## config.mk

```make
export PLATFORM = sky130hd
export DESIGN_NAME = bfcs_host
export DESIGN_NICKNAME = d
export VERILOG_FILES = /design/src/logic/bfcs_pkg.sv /design/src/logic/bfcs_bus_cycle.sv /design/src/logic/bfcs_host.sv
export SDC_FILE = /design/constraint.sdc
export NUM_CORES = 1
export LEC_CHECK = 0
export BUFFER_PORTS_ARGS = -buffer_cell sky130_fd_sc_hd__clkbuf_2
export CORE_AREA = 8 8 170 172
export DETAILED_ROUTE_END_ITERATION = 8
export DIE_AREA = 0 0 178 180
export MAX_ROUTING_LAYER = met4
export PLACE_DENSITY = 0.73
export SYNTH_ARGS = -nofsm -noshare
export SYNTH_HDL_FRONTEND = slang
export SYNTH_HIERARCHICAL = 1
export SYNTH_SLANG_ARGS = --single-unit
export TNS_END_PERCENT = 50
```

## constraint.sdc

```tcl
create_clock -name mclk -period 2.8 [get_ports mclk]
set_input_delay 0.28 -clock mclk [delete_from_list [all_inputs] [get_ports mclk]]
set_output_delay 0.28 -clock mclk [all_outputs]
set_load 0.01 [all_outputs]
```

## src/logic/bfcs_pkg.sv

```systemverilog
// Constants, types and helpers for the boot flash host controller.
// Assumes mclk at 20 MHz and a flash part wired straight to the pin ports.
// Contract
// Send read-array after program or erase ends.
// Identify reads: address 00h maker, 01h device.
// Read-status command, then next read gives status.
// Erase block from A12-A17 or A13-A18.
// Keep first-cycle address stable whole cycle.
// Program: setup 40h/10h, then address and data.
// Erase: 20h, then D0h inside the block.
// Erased block reads all ones.
// Bad confirm sets write and erase errors.
// Reads during erase return status.
// Erase done sets ready, stays status mode.
// Boot block erase needs protect pin or high reset.
// During erase only suspend is accepted.
// Suspend sets suspended and ready flags.
// Suspended: array, resume, status only; not erased block.
// Early resume continues erase directly.
// Error flags cleared only by clear or reset.
// Supply missing blocks program and erase.
// Both erase and write errors: sequencing error.
// Reset low: power-down; chip enable high: standby.
// Reset clears status, starts in array read.
// Hold reset low at power-up, or pulse it.
// Error flags valid only while ready reads one.
// Program ignores commands, then status mode.
// Command captured on write enable rising edge.
// Status flags change only on clock edges.
package bfcs_pkg;
	// =====================================================
	// Timing
	localparam int CLK_NS = 50;     // mclk period
	localparam int T_WE_NS = 60;    // Write strobe low time
	localparam int T_ACC_NS = 80;   // Access time from enables
	localparam int T_RP_NS = 150;   // Reset low pulse width
	localparam int T_RWH_NS = 1000; // Reset high to valid output
	localparam int SYNC_CYC = 2;    // Read data synchroniser depth
	// Least times round up
	function automatic int cyc_min(input int ns);
		return (ns + CLK_NS - 1) / CLK_NS;
	endfunction
	localparam int WE_CYC = cyc_min(T_WE_NS);
	localparam int ACC_CYC = cyc_min(T_ACC_NS);
	localparam int RP_CYC = cyc_min(T_RP_NS);
	localparam int RWH_CYC = cyc_min(T_RWH_NS);
	// =====================================================
	// Flash command codes
	localparam logic [7:0] CMD_READ_ARRAY = 8'hFF;
	localparam logic [7:0] CMD_IDENTIFY = 8'h90;
	localparam logic [7:0] CMD_READ_STATUS = 8'h70;
	localparam logic [7:0] CMD_CLEAR_STATUS = 8'h50;
	localparam logic [7:0] CMD_ERASE_SETUP = 8'h20;
	localparam logic [7:0] CMD_CONFIRM = 8'hD0;
	localparam logic [7:0] CMD_WRITE_SETUP = 8'h40;
	localparam logic [7:0] CMD_WRITE_ALT = 8'h10;
	localparam logic [7:0] CMD_SUSPEND = 8'hB0;
	localparam logic [18:0] IA_MFR = 19'h0_0000;
	localparam logic [18:0] IA_DEV = 19'h0_0001;
	// Flash status byte bits
	localparam int SR_READY = 7;
	localparam int SR_SUSP = 6;
	localparam int SR_ERASE = 5;
	localparam int SR_SUPPLY = 3;
	// =====================================================
	// Software register map
	localparam int AXI_AW = 8;
	localparam logic [7:0] OFF_CMD = 8'h00;
	localparam logic [7:0] OFF_ADDR = 8'h04;
	localparam logic [7:0] OFF_WDATA = 8'h08;
	localparam logic [7:0] OFF_CTRL = 8'h0C;
	localparam logic [7:0] OFF_STATUS = 8'h10;
	localparam logic [7:0] OFF_RDATA = 8'h14;
	localparam logic [1:0] RESP_OKAY = 2'h0;
	localparam logic [1:0] RESP_SLVERR = 2'h2;
	// Control bits
	localparam int CTRL_W = 4;
	localparam int CTRL_WP = 0;
	localparam int CTRL_BYTE = 1;
	localparam int CTRL_PD = 2;
	localparam int CTRL_ALT = 3;
	// Status word fields above the flash byte
	localparam int SB_BUSY = 8;
	localparam int SB_SUSP = 9;
	localparam int SB_REF = 10;
	localparam int SB_ERR = 11;
	localparam int SB_SEQ = 14;
	// Operation codes written to the command register
	localparam logic [3:0] OP_READ = 4'h0;
	localparam logic [3:0] OP_READ_ARRAY = 4'h1;
	localparam logic [3:0] OP_IDENTIFY = 4'h2;
	localparam logic [3:0] OP_STATUS = 4'h3;
	localparam logic [3:0] OP_CLEAR = 4'h4;
	localparam logic [3:0] OP_PROGRAM = 4'h5;
	localparam logic [3:0] OP_ERASE = 4'h6;
	localparam logic [3:0] OP_SUSPEND = 4'h7;
	localparam logic [3:0] OP_RESUME = 4'h8;
	localparam logic [3:0] OP_RESET = 4'h9;
	// =====================================================
	// Types
	typedef enum logic [2:0] {PH_IDLE, PH_SETUP, PH_STROBE, PH_END} bfcs_ph_t;
	typedef enum logic [3:0] {ST_RST_LO, ST_RST_HI, ST_PD, ST_IDLE, ST_WR1, ST_WR2,
		ST_RD, ST_ID0, ST_ID1, ST_POLL, ST_SUSP, ST_ARRAY} bfcs_st_t;
	// Erase block number from an address
	function automatic logic [5:0] block_of(input logic [18:0] a, input logic byte_mode);
		return byte_mode ? a[18:13] : a[17:12];
	endfunction
endpackage

```

## src/logic/bfcs_bus_cycle.sv

```systemverilog
// One asynchronous flash bus cycle, write or read, timed in mclk cycles.
// Assumes start only while idle; read data arrives from an unclocked pin.
module bfcs_bus_cycle (
	input wire logic mclk,
	input wire logic sys_rst,
	input wire logic start,
	input wire logic wr,
	input wire logic [18:0] addr,
	input wire logic [15:0] wdata,
	input wire logic [15:0] pin_dq_i,
	output logic ce_n,
	output logic we_n,
	output logic oe_n,
	output logic [18:0] addr_o,
	output logic [15:0] dq_o,
	output logic dq_oe,
	output logic [15:0] rdata,
	output logic done
);
	// =====================================================
	// State
	typedef struct packed {
		bfcs_pkg::bfcs_ph_t ph;
		logic [7:0] cnt;   // Strobe countdown
		logic wr;          // Cycle is a write
		logic ce_n, we_n, oe_n, dq_oe, done;
		logic [18:0] addr;
		logic [15:0] dq_o, rdata;
		logic [15:0] s1, s2; // Read data synchroniser
	} bfcs_bc_t;
	localparam bfcs_bc_t BC_RST = '{ph: bfcs_pkg::PH_IDLE, ce_n: 1'b1, we_n: 1'b1, oe_n: 1'b1,
		default: '0};
	bfcs_bc_t r, n;

	// =====================================================
	// Next state
	always_comb begin
		n = r;
		n.done = 1'b0;
		n.s1 = pin_dq_i;
		n.s2 = r.s1;
		case (r.ph)
			bfcs_pkg::PH_IDLE: if (start) begin
				// Address and data settle one cycle before any strobe
				n.ph = bfcs_pkg::PH_SETUP;
				n.wr = wr;
				n.addr = addr;
				n.dq_o = wdata;
				n.ce_n = 1'b0;
				n.dq_oe = wr;
			end
			bfcs_pkg::PH_SETUP: begin
				n.ph = bfcs_pkg::PH_STROBE;
				if (r.wr) begin
					n.we_n = 1'b0;
					n.cnt = 8'(bfcs_pkg::WE_CYC - 1);
				end else begin
					// Output enable covers access plus synchroniser delay
					n.oe_n = 1'b0;
					n.cnt = 8'(bfcs_pkg::ACC_CYC + bfcs_pkg::SYNC_CYC - 1);
				end
			end
			bfcs_pkg::PH_STROBE: if (r.cnt != 8'h00) begin
				n.cnt = r.cnt - 8'h01;
			end else begin
				// Rising write strobe with address and data still held
				n.ph = bfcs_pkg::PH_END;
				n.we_n = 1'b1;
				if (!r.wr) begin
					n.rdata = r.s2;
				end
			end
			bfcs_pkg::PH_END: begin
				n.ph = bfcs_pkg::PH_IDLE;
				n.ce_n = 1'b1;
				n.oe_n = 1'b1;
				n.dq_oe = 1'b0;
				n.done = 1'b1;
			end
			default: n = BC_RST;
		endcase
	end

	// Register the state
	always_ff @(posedge mclk) begin
		if (sys_rst) begin
			r <= BC_RST;
		end else begin
			r <= n;
		end
	end

	assign ce_n = r.ce_n;
	assign we_n = r.we_n;
	assign oe_n = r.oe_n;
	assign addr_o = r.addr;
	assign dq_o = r.dq_o;
	assign dq_oe = r.dq_oe;
	assign rdata = r.rdata;
	assign done = r.done;

	// =====================================================
	// Checks
	AST_ADDR_STABLE: assert property (@(posedge mclk) disable iff (sys_rst)
		(r.ph == bfcs_pkg::PH_STROBE || r.ph == bfcs_pkg::PH_END) |-> $stable(addr_o))
		else $error("address moved inside a bus cycle");
	AST_WE_WIDTH: assert property (@(posedge mclk) disable iff (sys_rst)
		$fell(we_n) |-> (!we_n && dq_oe && !ce_n) [*2] ##1 (we_n && dq_oe))
		else $error("write strobe width or data hold wrong");
	AST_NO_CLASH: assert property (@(posedge mclk) disable iff (sys_rst)
		!oe_n |-> !dq_oe && we_n)
		else $error("data bus driven during a read");
endmodule // bfcs_bus_cycle

```

## src/logic/bfcs_host.sv

```systemverilog
// Host controller for a boot-block flash: AXI4-Lite registers in, flash pins out.
// Assumes one clock (mclk) and a flash that answers on the data pins asynchronously.
//
// Decided for this implementation: the register addresses and the AXI4-Lite slave port.
module bfcs_host (
	input wire logic mclk,
	input wire logic sys_rst,
	input wire logic [bfcs_pkg::AXI_AW-1:0] s_axi_awaddr,
	input wire logic s_axi_awvalid,
	output logic s_axi_awready,
	input wire logic [31:0] s_axi_wdata,
	input wire logic [3:0] s_axi_wstrb,
	input wire logic s_axi_wvalid,
	output logic s_axi_wready,
	output logic [1:0] s_axi_bresp,
	output logic s_axi_bvalid,
	input wire logic s_axi_bready,
	input wire logic [bfcs_pkg::AXI_AW-1:0] s_axi_araddr,
	input wire logic s_axi_arvalid,
	output logic s_axi_arready,
	output logic [31:0] s_axi_rdata,
	output logic [1:0] s_axi_rresp,
	output logic s_axi_rvalid,
	input wire logic s_axi_rready,
	output logic [18:0] flash_addr,
	output logic [15:0] flash_dq_o,
	output logic flash_dq_oe,
	input wire logic [15:0] flash_dq_i,
	output logic flash_ce_n,
	output logic flash_we_n,
	output logic flash_oe_n,
	output logic reset_powerdown_n,
	output logic flash_wp
);
	// =====================================================
	// State
	typedef struct packed {
		bfcs_pkg::bfcs_st_t st;
		logic lau;            // Bus cycle launched for this state
		logic [7:0] cnt;      // Reset timing countdown
		logic [3:0] op, pop;  // Running and pending operation
		logic pend;           // Command waiting for idle
		logic [7:0] cmd1;     // First-cycle command code
		logic [18:0] addr, eaddr;
		logic [15:0] wdata;
		logic [bfcs_pkg::CTRL_W-1:0] ctrl;
		logic [31:0] rdata;
		logic [7:0] sr;       // Last flash status byte
		logic [2:0] err;      // Sticky erase, write, supply errors
		logic susp, refused, sreq, rp_n, wp;
		logic aw_got, w_got, awrdy, wrdy, bvalid, arrdy, rvalid;
		logic [bfcs_pkg::AXI_AW-1:0] awa;
		logic [31:0] wd;
		logic [3:0] ws;
		logic [1:0] bresp, rresp;
		logic [31:0] rdat;
	} bfcs_ctl_t;
	// Reset holds the flash in reset for a full pulse, as at power-up
	localparam bfcs_ctl_t CTL_RST = '{st: bfcs_pkg::ST_RST_LO, cnt: 8'(bfcs_pkg::RP_CYC - 1),
		default: '0};
	bfcs_ctl_t r, n;
	logic eng_start, eng_wr, eng_done, refuse, late_cmd;
	logic [18:0] eng_addr;
	logic [15:0] eng_wdata, eng_rd;
	logic [5:0] blk_req, blk_erase;

	// Byte-lane merge of a register write
	function automatic logic [31:0] merge(input logic [31:0] old, input logic [31:0] nw,
		input logic [3:0] strb);
		logic [31:0] m;
		m = old;
		for (int i = 0; i < 4; i++) begin
			if (strb[i]) begin
				m[i*8 +: 8] = nw[i*8 +: 8];
			end
		end
		return m;
	endfunction

	// Operations allowed while an erase is suspended
	function automatic logic susp_ok(input logic [3:0] op);
		return op == bfcs_pkg::OP_READ || op == bfcs_pkg::OP_READ_ARRAY ||
			op == bfcs_pkg::OP_STATUS || op == bfcs_pkg::OP_RESUME || op == bfcs_pkg::OP_RESET;
	endfunction

	// First-cycle command code of an operation
	function automatic logic [7:0] op_code(input logic [3:0] op, input logic alt);
		case (op)
			bfcs_pkg::OP_IDENTIFY: return bfcs_pkg::CMD_IDENTIFY;
			bfcs_pkg::OP_STATUS: return bfcs_pkg::CMD_READ_STATUS;
			bfcs_pkg::OP_CLEAR: return bfcs_pkg::CMD_CLEAR_STATUS;
			bfcs_pkg::OP_PROGRAM: return alt ? bfcs_pkg::CMD_WRITE_ALT : bfcs_pkg::CMD_WRITE_SETUP;
			bfcs_pkg::OP_ERASE: return bfcs_pkg::CMD_ERASE_SETUP;
			bfcs_pkg::OP_RESUME: return bfcs_pkg::CMD_CONFIRM;
			default: return bfcs_pkg::CMD_READ_ARRAY;
		endcase
	endfunction

	// =====================================================
	// Flash bus cycle engine
	bfcs_bus_cycle u_cycle (
		.mclk(mclk),
		.sys_rst(sys_rst),
		.start(eng_start),
		.wr(eng_wr),
		.addr(eng_addr),
		.wdata(eng_wdata),
		.pin_dq_i(flash_dq_i),
		.ce_n(flash_ce_n),
		.we_n(flash_we_n),
		.oe_n(flash_oe_n),
		.addr_o(flash_addr),
		.dq_o(flash_dq_o),
		.dq_oe(flash_dq_oe),
		.rdata(eng_rd),
		.done(eng_done)
	);

	assign blk_req = bfcs_pkg::block_of(r.addr, r.ctrl[bfcs_pkg::CTRL_BYTE]);
	assign blk_erase = bfcs_pkg::block_of(r.eaddr, r.ctrl[bfcs_pkg::CTRL_BYTE]);

	// =====================================================
	// Next state: register bus, then sequencer
	always_comb begin
		n = r;
		n.wp = r.ctrl[bfcs_pkg::CTRL_WP];
		eng_start = 1'b0;
		eng_wr = 1'b0;
		eng_addr = r.addr;
		eng_wdata = {8'h00, r.cmd1};
		late_cmd = 1'b0;
		// Refusals keep the flash from seeing a sequence it would reject
		refuse = r.susp ? (!susp_ok(r.pop) || (r.pop == bfcs_pkg::OP_READ && blk_req == blk_erase))
			: (r.pop == bfcs_pkg::OP_RESUME || r.pop == bfcs_pkg::OP_SUSPEND);
		if (r.err[0] && (r.pop == bfcs_pkg::OP_PROGRAM || r.pop == bfcs_pkg::OP_ERASE)) begin
			refuse = 1'b1;
		end
		// Write channels, taken in either order
		if (s_axi_awvalid && r.awrdy) begin
			n.aw_got = 1'b1;
			n.awa = s_axi_awaddr;
		end
		if (s_axi_wvalid && r.wrdy) begin
			n.w_got = 1'b1;
			n.wd = s_axi_wdata;
			n.ws = s_axi_wstrb;
		end
		if (r.bvalid && s_axi_bready) begin
			n.bvalid = 1'b0;
		end
		if (r.aw_got && r.w_got && !r.bvalid) begin
			n.aw_got = 1'b0;
			n.w_got = 1'b0;
			n.bvalid = 1'b1;
			n.bresp = bfcs_pkg::RESP_OKAY;
			case ({r.awa[bfcs_pkg::AXI_AW-1:2], 2'b00})
				bfcs_pkg::OFF_CMD: if (r.ws[0]) begin
					// Suspend is the one order taken while an erase runs
					if (r.wd[3:0] == bfcs_pkg::OP_SUSPEND && r.st == bfcs_pkg::ST_POLL &&
						r.op == bfcs_pkg::OP_ERASE) begin
						n.sreq = 1'b1;
					end else if (r.st == bfcs_pkg::ST_IDLE && !r.pend) begin
						n.pend = 1'b1;
						n.pop = r.wd[3:0];
					end else begin
						n.refused = 1'b1;
						late_cmd = 1'b1;
					end
				end
				bfcs_pkg::OFF_ADDR: n.addr = 19'(merge({13'h0000, r.addr}, r.wd, r.ws));
				bfcs_pkg::OFF_WDATA: n.wdata = 16'(merge({16'h0000, r.wdata}, r.wd, r.ws));
				bfcs_pkg::OFF_CTRL: n.ctrl = bfcs_pkg::CTRL_W'(merge(32'(r.ctrl), r.wd, r.ws));
				bfcs_pkg::OFF_STATUS, bfcs_pkg::OFF_RDATA: n.bresp = bfcs_pkg::RESP_OKAY;
				default: n.bresp = bfcs_pkg::RESP_SLVERR;
			endcase
		end
		// Read channel
		if (r.rvalid && s_axi_rready) begin
			n.rvalid = 1'b0;
		end
		if (s_axi_arvalid && r.arrdy) begin
			n.rvalid = 1'b1;
			n.rresp = bfcs_pkg::RESP_OKAY;
			n.rdat = 32'h0000_0000;
			case ({s_axi_araddr[bfcs_pkg::AXI_AW-1:2], 2'b00})
				bfcs_pkg::OFF_CMD: n.rdat[3:0] = r.op;
				bfcs_pkg::OFF_ADDR: n.rdat[18:0] = r.addr;
				bfcs_pkg::OFF_WDATA: n.rdat[15:0] = r.wdata;
				bfcs_pkg::OFF_CTRL: n.rdat[bfcs_pkg::CTRL_W-1:0] = r.ctrl;
				bfcs_pkg::OFF_STATUS: begin
					n.rdat[7:0] = r.sr;
					n.rdat[bfcs_pkg::SB_BUSY] = r.pend || (r.st != bfcs_pkg::ST_IDLE && r.st != bfcs_pkg::ST_PD);
					n.rdat[bfcs_pkg::SB_SUSP] = r.susp;
					n.rdat[bfcs_pkg::SB_REF] = r.refused;
					n.rdat[bfcs_pkg::SB_ERR +: 3] = r.err;
					n.rdat[bfcs_pkg::SB_SEQ] = r.err[2] && r.err[1];
				end
				bfcs_pkg::OFF_RDATA: n.rdat = r.rdata;
				default: n.rresp = bfcs_pkg::RESP_SLVERR;
			endcase
		end
		n.awrdy = !n.aw_got && !n.bvalid;
		n.wrdy = !n.w_got && !n.bvalid;
		n.arrdy = !n.rvalid;
		// Sequencer: each bus state launches one cycle, then waits for done
		case (r.st)
			bfcs_pkg::ST_RST_LO: begin
				n.rp_n = 1'b0;
				if (r.cnt != 8'h00) begin
					n.cnt = r.cnt - 8'h01;
				end else begin
					n.st = bfcs_pkg::ST_RST_HI;
					n.rp_n = 1'b1;
					n.cnt = 8'(bfcs_pkg::RWH_CYC - 1);
				end
			end
			bfcs_pkg::ST_RST_HI: if (r.cnt != 8'h00) begin
				n.cnt = r.cnt - 8'h01;
			end else begin
				n.st = bfcs_pkg::ST_IDLE;
			end
			bfcs_pkg::ST_PD: if (!r.ctrl[bfcs_pkg::CTRL_PD]) begin
				// Leave power-down through a full reset pulse
				n.st = bfcs_pkg::ST_RST_LO;
				n.cnt = 8'(bfcs_pkg::RP_CYC - 1);
			end
			bfcs_pkg::ST_IDLE: if (r.ctrl[bfcs_pkg::CTRL_PD]) begin
				n.st = bfcs_pkg::ST_PD;
				n.rp_n = 1'b0;
				n.sr = 8'h00;
				n.err = 3'h0;
				n.susp = 1'b0;
			end else if (r.pend) begin
				n.pend = 1'b0;
				n.op = r.pop;
				n.refused = refuse || late_cmd; // A refusal in this same cycle wins
				n.cmd1 = op_code(r.pop, r.ctrl[bfcs_pkg::CTRL_ALT]);
				if (!refuse) begin
					case (r.pop)
						bfcs_pkg::OP_READ: n.st = bfcs_pkg::ST_RD;
						bfcs_pkg::OP_RESET: begin
							n.st = bfcs_pkg::ST_RST_LO;
							n.rp_n = 1'b0;
							n.cnt = 8'(bfcs_pkg::RP_CYC - 1);
							n.sr = 8'h00;
							n.err = 3'h0;
							n.susp = 1'b0;
						end
						default: n.st = bfcs_pkg::ST_WR1;
					endcase
					if (r.pop == bfcs_pkg::OP_ERASE) begin
						n.eaddr = r.addr;
					end
					if (r.pop == bfcs_pkg::OP_CLEAR) begin
						n.err = 3'h0;
						n.sr = 8'h00;
					end
				end
			end
			bfcs_pkg::ST_WR1, bfcs_pkg::ST_WR2, bfcs_pkg::ST_SUSP, bfcs_pkg::ST_ARRAY: begin
				eng_wr = 1'b1;
				if (r.st == bfcs_pkg::ST_WR2) begin
					// Second cycle carries target data, or confirm inside the block
					eng_wdata = (r.op == bfcs_pkg::OP_ERASE) ? {8'h00, bfcs_pkg::CMD_CONFIRM} : r.wdata;
					eng_addr = (r.op == bfcs_pkg::OP_ERASE) ? r.eaddr : r.addr;
				end
				if (r.st == bfcs_pkg::ST_ARRAY) begin
					eng_wdata = {8'h00, bfcs_pkg::CMD_READ_ARRAY};
				end
				if (!r.lau) begin
					eng_start = 1'b1;
					n.lau = 1'b1;
				end else if (eng_done) begin
					n.lau = 1'b0;
					n.st = bfcs_pkg::ST_IDLE;
					if (r.st == bfcs_pkg::ST_WR2 || r.st == bfcs_pkg::ST_SUSP) begin
						n.st = bfcs_pkg::ST_POLL;
					end else if (r.st == bfcs_pkg::ST_WR1) begin
						case (r.op)
							bfcs_pkg::OP_PROGRAM, bfcs_pkg::OP_ERASE: n.st = bfcs_pkg::ST_WR2;
							bfcs_pkg::OP_IDENTIFY: n.st = bfcs_pkg::ST_ID0;
							bfcs_pkg::OP_STATUS: n.st = bfcs_pkg::ST_RD;
							bfcs_pkg::OP_RESUME: begin
								n.st = bfcs_pkg::ST_POLL;
								n.op = bfcs_pkg::OP_ERASE;
								n.susp = 1'b0;
							end
							default: n.st = bfcs_pkg::ST_IDLE;
						endcase
					end
				end
			end
			bfcs_pkg::ST_RD, bfcs_pkg::ST_ID0, bfcs_pkg::ST_ID1, bfcs_pkg::ST_POLL: begin
				if (r.st == bfcs_pkg::ST_ID0) begin
					eng_addr = bfcs_pkg::IA_MFR;
				end
				if (r.st == bfcs_pkg::ST_ID1) begin
					eng_addr = bfcs_pkg::IA_DEV;
				end
				if (!r.lau) begin
					eng_start = 1'b1;
					n.lau = 1'b1;
				end else if (eng_done) begin
					n.lau = 1'b0;
					if (r.st == bfcs_pkg::ST_ID0) begin
						n.rdata[15:0] = eng_rd;
						n.st = bfcs_pkg::ST_ID1;
					end else if (r.st == bfcs_pkg::ST_ID1) begin
						n.rdata[31:16] = eng_rd;
						n.st = bfcs_pkg::ST_ARRAY;
					end else if (r.st == bfcs_pkg::ST_RD) begin
						n.rdata = {16'h0000, eng_rd};
						n.st = bfcs_pkg::ST_IDLE;
						if (r.op == bfcs_pkg::OP_STATUS) begin
							n.sr = eng_rd[7:0];
							if (eng_rd[bfcs_pkg::SR_READY]) begin
								n.err = r.err | eng_rd[bfcs_pkg::SR_ERASE:bfcs_pkg::SR_SUPPLY];
							end
						end
					end else begin
						// Reads during a busy program or erase return the status byte
						n.sr = eng_rd[7:0];
						if (eng_rd[bfcs_pkg::SR_READY]) begin
							n.err = r.err | eng_rd[bfcs_pkg::SR_ERASE:bfcs_pkg::SR_SUPPLY];
							if (r.op == bfcs_pkg::OP_SUSPEND && eng_rd[bfcs_pkg::SR_SUSP]) begin
								n.susp = 1'b1;
								n.st = bfcs_pkg::ST_IDLE;
							end else begin
								n.st = bfcs_pkg::ST_ARRAY;
							end
						end else if (r.sreq && r.op == bfcs_pkg::OP_ERASE) begin
							n.sreq = 1'b0;
							n.op = bfcs_pkg::OP_SUSPEND;
							n.cmd1 = bfcs_pkg::CMD_SUSPEND;
							n.st = bfcs_pkg::ST_SUSP;
						end
					end
				end
			end
			default: n = CTL_RST;
		endcase
		if (n.st != bfcs_pkg::ST_POLL) begin
			n.sreq = 1'b0;
		end
	end

	// Register the state
	always_ff @(posedge mclk) begin
		if (sys_rst) begin
			r <= CTL_RST;
		end else begin
			r <= n;
		end
	end

	assign s_axi_awready = r.awrdy;
	assign s_axi_wready = r.wrdy;
	assign s_axi_bresp = r.bresp;
	assign s_axi_bvalid = r.bvalid;
	assign s_axi_arready = r.arrdy;
	assign s_axi_rdata = r.rdat;
	assign s_axi_rresp = r.rresp;
	assign s_axi_rvalid = r.rvalid;
	assign reset_powerdown_n = r.rp_n;
	assign flash_wp = r.wp;

	// =====================================================
	// Checks
	AST_RP_WIDTH: assert property (@(posedge mclk) disable iff (sys_rst)
		$rose(reset_powerdown_n) |-> !$past(reset_powerdown_n, 3))
		else $error("reset pulse shorter than three cycles");
	AST_STATUS_SEQ: assert property (@(posedge mclk) disable iff (sys_rst)
		(r.st == bfcs_pkg::ST_WR1 && r.op == bfcs_pkg::OP_STATUS && eng_done) |=> r.st == bfcs_pkg::ST_RD)
		else $error("status command not followed by a read");
	AST_FF_AFTER: assert property (@(posedge mclk) disable iff (sys_rst)
		(r.st == bfcs_pkg::ST_POLL && eng_done && eng_rd[7] && r.op != bfcs_pkg::OP_SUSPEND)
		|=> r.st == bfcs_pkg::ST_ARRAY ##[1:40] r.st == bfcs_pkg::ST_IDLE)
		else $error("no read-array after completion");
	AST_CONFIRM: assert property (@(posedge mclk) disable iff (sys_rst)
		(r.st == bfcs_pkg::ST_WR2 && eng_start && r.op == bfcs_pkg::OP_ERASE)
		|-> eng_wdata[7:0] == bfcs_pkg::CMD_CONFIRM && eng_addr == r.eaddr)
		else $error("erase confirm wrong");
	AST_PROG_DATA: assert property (@(posedge mclk) disable iff (sys_rst)
		(r.st == bfcs_pkg::ST_WR2 && eng_start && r.op == bfcs_pkg::OP_PROGRAM)
		|-> eng_wdata == r.wdata && eng_addr == r.addr)
		else $error("program data cycle wrong");
	AST_ID_ADDR: assert property (@(posedge mclk) disable iff (sys_rst)
		(r.st == bfcs_pkg::ST_ID1 && eng_start) |-> eng_addr == bfcs_pkg::IA_DEV && r.rdata[15:0] == $past(eng_rd, 2))
		else $error("identify address wrong");
	AST_SUSP_REFUSE: assert property (@(posedge mclk) disable iff (sys_rst)
		(r.st == bfcs_pkg::ST_IDLE && r.pend && r.susp && r.pop == bfcs_pkg::OP_PROGRAM && !r.ctrl[bfcs_pkg::CTRL_PD])
		|=> r.refused && r.st == bfcs_pkg::ST_IDLE)
		else $error("program taken while suspended");
	AST_SUPPLY_BLOCK: assert property (@(posedge mclk) disable iff (sys_rst)
		(r.st == bfcs_pkg::ST_IDLE && r.pend && r.err[0] && r.pop == bfcs_pkg::OP_ERASE && !r.ctrl[bfcs_pkg::CTRL_PD])
		|=> r.refused && r.st == bfcs_pkg::ST_IDLE)
		else $error("erase taken with supply missing");
endmodule // bfcs_host

```

==> results.tsv, run 1 <==
metric	value	unit
outcome	finished, final reports clean	
routing layer with the top usage in global route	met2	
initial cell density of the core	51.9	%
M3 GR Usage	3.10	%
part of the Yosys area used for sequential elements	44.1	%
nets	1797	
largest net degree at the start of global routing	88	
first-pass GRT wire length	61100	um
global route total overflow	0	
Setup-failing EPs final	0	
Vias	12200	
category of the most critical setup path	flip-flop to flip-flop	
areal power density over the cells	638	nW/um^2
headroom to the max-slew limit	47.8	%
part of the total power dissipated in sequential elements	46.3	%
final core area utilization	59.0	%
met2 global-route usage	37.4	%
number of warning messages in the yosys log	6	
Hold Crit Class	input pin to flip-flop	
count of maximum capacitance violations	0	
total track usage	23.7	%
share of the synthesized area in the top cell type	44.1	%
unrepaired setup endpoints after global routing	false	
largest fanout on the critical path	15	
drt pass-1 iters	8	
Ant. Diodes	0	
Tightest Pin Transition	0.778	ns
filler instances	2315	
Detail Placement HPWL	27600	um
cells taking the most area after synthesis	dfxtp_1 (44%), a21oi_1 (7.8%), nand2_1 (7.5%)	
number of routed nets with antenna violations	0	
number of antenna violations at the first check in global routing	0	
WP data required	3.28	ns
Port Buffer Count	136	
number of DRC violations after detailed routing	0	
cell type with the highest aggregate area in the netlist	dfxtp_1	
clock-pin slew reported for the worst setup and hold paths after clock tree synthesis	0.06	ns
critical path data arrival time	3.15	ns
sum of negative setup slack	0	ns
fraction of layout instances using a drive strength above 1	15.4	%
launching element type of the critical path	flip-flop	
cell type with the highest occurrence count on the critical path	buf_4	
Highest Clock Rate	375	MHz
deepest clock path buffer count	3	
part of the power in combinational logic	10.3	%
Post-synth top flop	dfxtp_1	
maximum clock skew at final layout	0.0255	ns
number of cell rows	60	
total area of multi-input combinational cells	6380	sq um
Setup WS post-layout	0.132	ns
number of flops mapped to enable cells by yosys	0	
biggest cell delay along the critical path	0.62	ns
worst ir drop on vdd	561	uV
Die Width	178	um
distinct cell type count after synthesis	84	
final routed wire length divided by cell count	18.6	um
cell at the slowest stage of the critical path	dfxtp_1	
Starting DRT DRC Count	1361	
cell area after layout	15500	sq um
share of flip-flops with an asynchronous set or reset after synthesis	0	%
TritonCTS buffer count	31	
routability cong.	0.937	
Pins Over Slew Limit	0	
placeable core area	26400	sq um
Final Hold Fails	0	
fraction of power spent switching nets	25.2	%
cell chain of the critical path	nor3_2 -> a211oi_2 -> nor4_4 -> buf_4 -> o41ai_2 -> and2_1 -> buf_4 -> mux2i_1	
IO Count	157	
overall die area	32000	sq um
cell class contributing the biggest share of worst-path delay	compound AO/OA/AOI/OAI gates	
total number of clock tree sinks	301	
Leak	0.00598	uW
signed area change from the synthesized netlist to the final layout	13.8	%
Post-Place Cell Area	14000	sq um
Setup crit end kind	flip-flop	
cell at the root of the clock tree	clkbuf_16	
average via count per standard cell	5.87	
clock latency on the worst-skew pair	0.57	ns
switching power	2500	uW
CTS tree	yes	
Final Cycle Share	95.3	%
buffers plus inverters on the worst setup path	2	
internal power consumption	7410	uW
post-synthesis register bit count	301	
clock period minus final worst setup slack	2.67	ns
portion of total power attributed to the clock network	43.5	%
sequential cell area in the final layout	6030	sq um
Final Routed Wirelength	38600	um
height of the chip	180	um
Syn Inst Count	1644	
number of global-route vias before repair	11300	
number of levels in the clock H-tree	1	
met1 global-route usage	30.9	%
area of the mapped netlist	13700	sq um
setup slack after placement	0.279	ns
mean cell area of the mapped netlist	8.31	sq um
power groups by stage:
stage	Clock [uW]	Combinational (uW)	Sequential, uW
2_1_floorplan	0	732	4630
3_3_place_gp	0	939	4670
3_5_place_dp	0	951	4680
4_1_cts	4350	1010	4580
5_1_grt	4530	1130	4600
6_report	4310	1020	4590
state kept, by name (all words and copies together) (netlist names), 16 cells and up:
register / count
u_cycle/dq_o: 16
u_cycle/rdata: 16
r: 161
u_cycle/r: 43
u_cycle/addr_o: 19
s_axi_rdata: 32
worst register-to-register path, cell delays in order, from the launching register on:
cell,delay [ns]
dfxtp_1,0.62
nor3_2,0.16
a211oi_2,0.35
nor4_4,0.09
buf_4,0.18
o41ai_2,0.59
and2_1,0.24
buf_4,0.18
mux2i_1,0.18
through the flow:
step / total power [uW] / hold WS (ns) / instances
after CTS: 9940 / 0.0215 / 2074
final: 9910 / 0.0376 / 2076
after global placement: 5610 / 0.412 / 1971
after detailed placement: 5630 / 0.416 / 1971
after global routing: 10300 / 0.0623 / 2076
after floorplan: 5360 / 0.402 / 1645
placed cells by master (no fill, tap or decap), types with 5 or more instances in the layout:
cell type        n
a31oi_1         13
a211oi_1         8
clkbuf_16       31
and3_1          20
and2_1          43
clkinv_2         5
a41oi_1          5
nand4b_1         5
nor3_1          19
o21ai_0         45
or4_1           10
a21o_1           9
clkbuf_8         5
nor2_1          99
dfxtp_1        301
xnor2_1          9
clkbuf_2       135
nor2b_1         12
ha_1            12
a22o_1          18
a222oi_1        15
clkbuf_1         6
nand2b_1        12
nand3_1         81
inv_1           21
dlygate4sd3_1   45
o31ai_1          9
a21oi_1        213
or3_1            6
mux2i_1         56
nand2_1        273
nand4_1         25
a221oi_1         9
buf_4           54
final timing paths:
check / from / slack, ns / to / cells after the start
hold / removal: s_axi_bready / 0.04 / s_axi_bvalid$_SDFF_PP0_ / 3
hold reg to reg: u_cycle/r[28]$_SDFF_PP0_ / 0.43 / u_cycle/r[12]$_SDFF_PP0_ / 1
setup reg to reg: r[202]$_SDFFE_PP0P_ / 0.13 / r[96]$_SDFFE_PP0P_ / 8
setup / recovery: r[202]$_SDFFE_PP0P_ / 0.13 / r[96]$_SDFFE_PP0P_ / 8
kinds of logic (layout without fill, tap and decap cells):
group	Yosys count	in the layout	share of synthesized area, %
AND/OR/NAND/NOR	644	644	22.9
AO/OA/AOI/OAI	389	389	17.5
flip-flops	301	301	44.1
buffers and inverters	226	316	9.27
multiplexers	59	59	4.35
adder cells (fa/ha/maj)	12	12	1.10
XOR/XNOR	12	12	0.769
other	1	2	0.0274
area by class of cell:
class | count | area share (%)
clock inverter | 16 | 1.36
inverter | 23 | 0.555
multi-input combinational | 1118 | 41.0
tap | 341 | 2.74
clock buffer | 42 | 5.58
timing repair buffer | 235 | 9.98
sequential | 301 | 38.8
synthesized netlist by cell type, types with 13 or more instances:
master	n
buf_4	88
dfxtp_1	301
and2_1	43
nand2_1	273
mux2i_1	56
buf_2	14
and3_1	20
inv_1	21
a21oi_1	213
nand3_1	81
a22o_1	18
clkbuf_1	83
nand4_1	25
a222oi_1	15
a31oi_1	13
nor2_1	99
nor3_1	19
o21ai_0	45
per-layer routing:
layer  part of all wire [%]  wire length (um)  vias to the layer above
li1                       -                 -                     5814
met1                     42             16200                     5761
met2                     47             18200                      504
met3                    7.1              2730                       98
met4                    3.8              1470                        0
met5                      0                 0                        -
repair_timing:
action	4_1_cts	5_1_grt
endpoints found under the setup margin	0	1
gates resized for setup	0	0
hold buffers	45	0
endpoints found under the hold margin	45	0
buffers inserted	0	2
No activity file was read; power rests on OpenSTA's default activity.
==> run 2: changes to the inputs <==
--- a/config.mk
+++ b/config.mk
@@ -6,11 +6,11 @@
 export NUM_CORES = 1
 export LEC_CHECK = 0
 export BUFFER_PORTS_ARGS = -buffer_cell sky130_fd_sc_hd__clkbuf_2
-export CORE_AREA = 8 8 170 172
+export CORE_AREA = 2 2 164 166
 export DETAILED_ROUTE_END_ITERATION = 8
-export DIE_AREA = 0 0 178 180
+export DIE_AREA = 0 0 166 168
 export MAX_ROUTING_LAYER = met4
-export PLACE_DENSITY = 0.73
+export PLACE_DENSITY = 0.75
 export SYNTH_ARGS = -nofsm -noshare
 export SYNTH_HDL_FRONTEND = slang
 export SYNTH_HIERARCHICAL = 1
==> results.tsv, run 2 (synthesis gave the netlist of run 1 again) <==
metric	value	unit	change
most used cells in the layout excluding fill and tap cells	dfxtp_1 (301), nand2_1 (273), a21oi_1 (213)		
unrepaired setup endpoints after global routing	false		
number of cell rows	60		unchanged
cell at the slowest stage of the critical path	o41ai_2		
total number of clock tree sinks	301		unchanged
Die Width	166	um	-6.7%
cell chain of the critical path	nor3_2 -> a211oi_2 -> nor4_4 -> buf_4 -> o41ai_2 -> and2_1 -> buf_4 -> mux2i_1		
Setup-failing EPs final	0		unchanged
Largest register FFs	161		unchanged
Leak	0.00594	uW	-0.67%
fraction of layout instances using a drive strength above 1	15.3	%	-0.11 points
Starting DRT DRC Count	1405		+3.2%
Setup crit end kind	flip-flop		
cell at the root of the clock tree	clkbuf_16		
TritonCTS buffer count	31		unchanged
final routed wire length divided by cell count	18.4	um	-1.1%
IO Count	157		unchanged
Detail Placement HPWL	26500	um	-3.9%
routability cong.	0.935		-0.25%
Hold Crit Class	input pin to flip-flop		
overall die area	27900	sq um	-13%
filler instances	2317		+0.086%
Final Cycle Share	93.4	%	-1.9 points
most common library cell in the layout ignoring fill and taps	dfxtp_1		
first-pass GRT wire length	59600	um	-2.4%
launching element type of the critical path	flip-flop		
Hold Path End	s_axi_bvalid$_SDFF_PP0_		
sum of negative setup slack	0	ns	unchanged
Ant. Diodes	0		unchanged
WP data required	3.29	ns	about the same
Highest Clock Rate	382	MHz	+2.0%
number of DRC violations after detailed routing	0		unchanged
largest net degree at the start of global routing	66		-25%
Reg2Reg Launch Point	r[202]$_SDFFE_PP0P_		
number of routed nets with antenna violations	0		unchanged
clock-pin slew reported for the worst setup and hold paths after clock tree synthesis	0.06	ns	about the same
areal power density over the cells	624	nW/um^2	-2.1%
Resized cells post-CTS	0		unchanged
signed area change from the synthesized netlist to the final layout	13.3	%	
clock period minus final worst setup slack	2.61	ns	-0.0535 ns
initial cell density of the core	51.9	%	unchanged
Hold Crit Depth	3		unchanged
biggest cell delay along the critical path	0.60	ns	-0.02 ns
CTS tree	yes		
total track usage	27.0	%	+3.2 points
Post-CTS Repair Setup Buffers	0		unchanged
placeable core area	26400	sq um	unchanged
height of the chip	168	um	-6.7%
clock latency on the worst-skew pair	0.56	ns	about the same
outcome	finished, final reports clean		
Tightest Pin Transition	0.799	ns	+0.0216 ns
register with the most flip-flops	r		
cell class contributing the biggest share of worst-path delay	compound AO/OA/AOI/OAI gates		
number of global-route vias before repair	11100		-1.4%
Final Hold Fails	0		unchanged
buffers plus inverters on the worst setup path	2		unchanged
Worst R2R End	r[100]$_SDFFE_PP0P_		
critical path data arrival time	3.10	ns	-0.05 ns
category of the most critical setup path	flip-flop to flip-flop		
global route total overflow	0		unchanged
min-delay src	s_axi_bready		
count of cells along the worst register-to-register path	8		unchanged
nets	1799		+0.11%
number of levels in the clock H-tree	1		unchanged
average via count per standard cell	5.88		+0.33%
drt pass-1 iters	8		unchanged
number of antenna violations at the first check in global routing	0		unchanged
Setup WS post-layout	0.185	ns	+0.0535 ns
Final Routed Wirelength	38200	um	-1.1%
cell type with the highest occurrence count on the critical path	buf_4		
setup slack after placement	0.268	ns	-0.0111 ns
Vias	12200		+0.28%
largest fanout on the critical path	10		-5
Port Buffer Count	136		unchanged
deepest clock path buffer count	3		unchanged
count of maximum capacitance violations	0		unchanged
worst ir drop on vdd	552	uV	-1.6%
flop-to-flop setup slack	0.19	ns	+0.05 ns
headroom to the max-slew limit	46.3	%	-1.5 points
Pins Over Slew Limit	0		unchanged
maximum clock skew at final layout	0.0171	ns	-0.00840 ns
-- run 2: what timing repair did --
action | in CTS | in global routing
endpoints found under the setup margin | 0 | 0
endpoints found under the hold margin | 46 | 0
hold buffers | 45 | 0
-- run 2: worst max-delay path by stage --
stage	from	to	slack, ns	cells after the start
after floorplan	r[221]$_SDFF_PP0_	r[89]$_SDFF_PP0_	0.38	9
after global placement	r[202]$_SDFFE_PP0P_	r[99]$_SDFFE_PP0P_	0.35	8
after detailed placement	r[202]$_SDFFE_PP0P_	r[100]$_SDFFE_PP0P_	0.27	8
after CTS	r[202]$_SDFFE_PP0P_	r[101]$_SDFFE_PP0P_	0.23	8
after global routing	r[222]$_SDFF_PP0_	r[100]$_SDFFE_PP0P_	0.02	9
final	r[202]$_SDFFE_PP0P_	r[100]$_SDFFE_PP0P_	0.19	8
-- run 2: layer usage --
| layer | up-vias | wire length [um] | global-route usage (%) | share of wire (%) |
|---|---|---|---|---|
| li1 | 5807 | - | - | - |
| met1 | 5750 | 15800 | 33.8 | 41 |
| met2 | 548 | 18000 | 43.9 | 47 |
| met3 | 106 | 2660 | 3.67 | 7.0 |
| met4 | 0 | 1740 | 11.3 | 4.6 |
| met5 | - | 0 | - | 0 |
-- run 2: cell type report --
class                           count  area (sq um)  area share (%)
Clock buffer                       41           843            5.45
Clock inverter                     14           148           0.954
Sequential cell                   301          6030            38.9
Timing Repair Buffer              237          1570            10.1
Multi-Input combinational cell   1118          6380            41.2
Tap cell                          341           427            2.76
Inverter                           23          86.3           0.558
-- run 2: worst reg2reg max path, delay by kind of cell, from the launching register on --
kind / cells / cell delay (ns)
AOI/OAI and AO/OA: 2 / 0.97
and+or+nand+nor: 3 / 0.50
DFF: 1 / 0.53
muxes: 1 / 0.20
buffers and inverters: 2 / 0.35
-- run 2: stage by stage --
step	cell area (sq um)	std cells	hold WS (ns)	power, uW	util, %
after floorplan	13700	1645	0.402	5360	-
after global placement	14000	1975	0.411	5610	53.3
after detailed placement	14000	1975	0.410	5640	53.3
after CTS	15500	2075	0.0220	9680	58.7
after global routing	15500	2075	0.0580	10000	58.7
final	15500	2075	0.0355	9650	58.7
-- run 2: report_power, final --
group          leakage (uW)  internal [uW]  switching, uW  total [uW]
registers           0.00244           4450            138        4590
clock network      0.000476           2310           1730        4040
logic               0.00303            413            613        1030
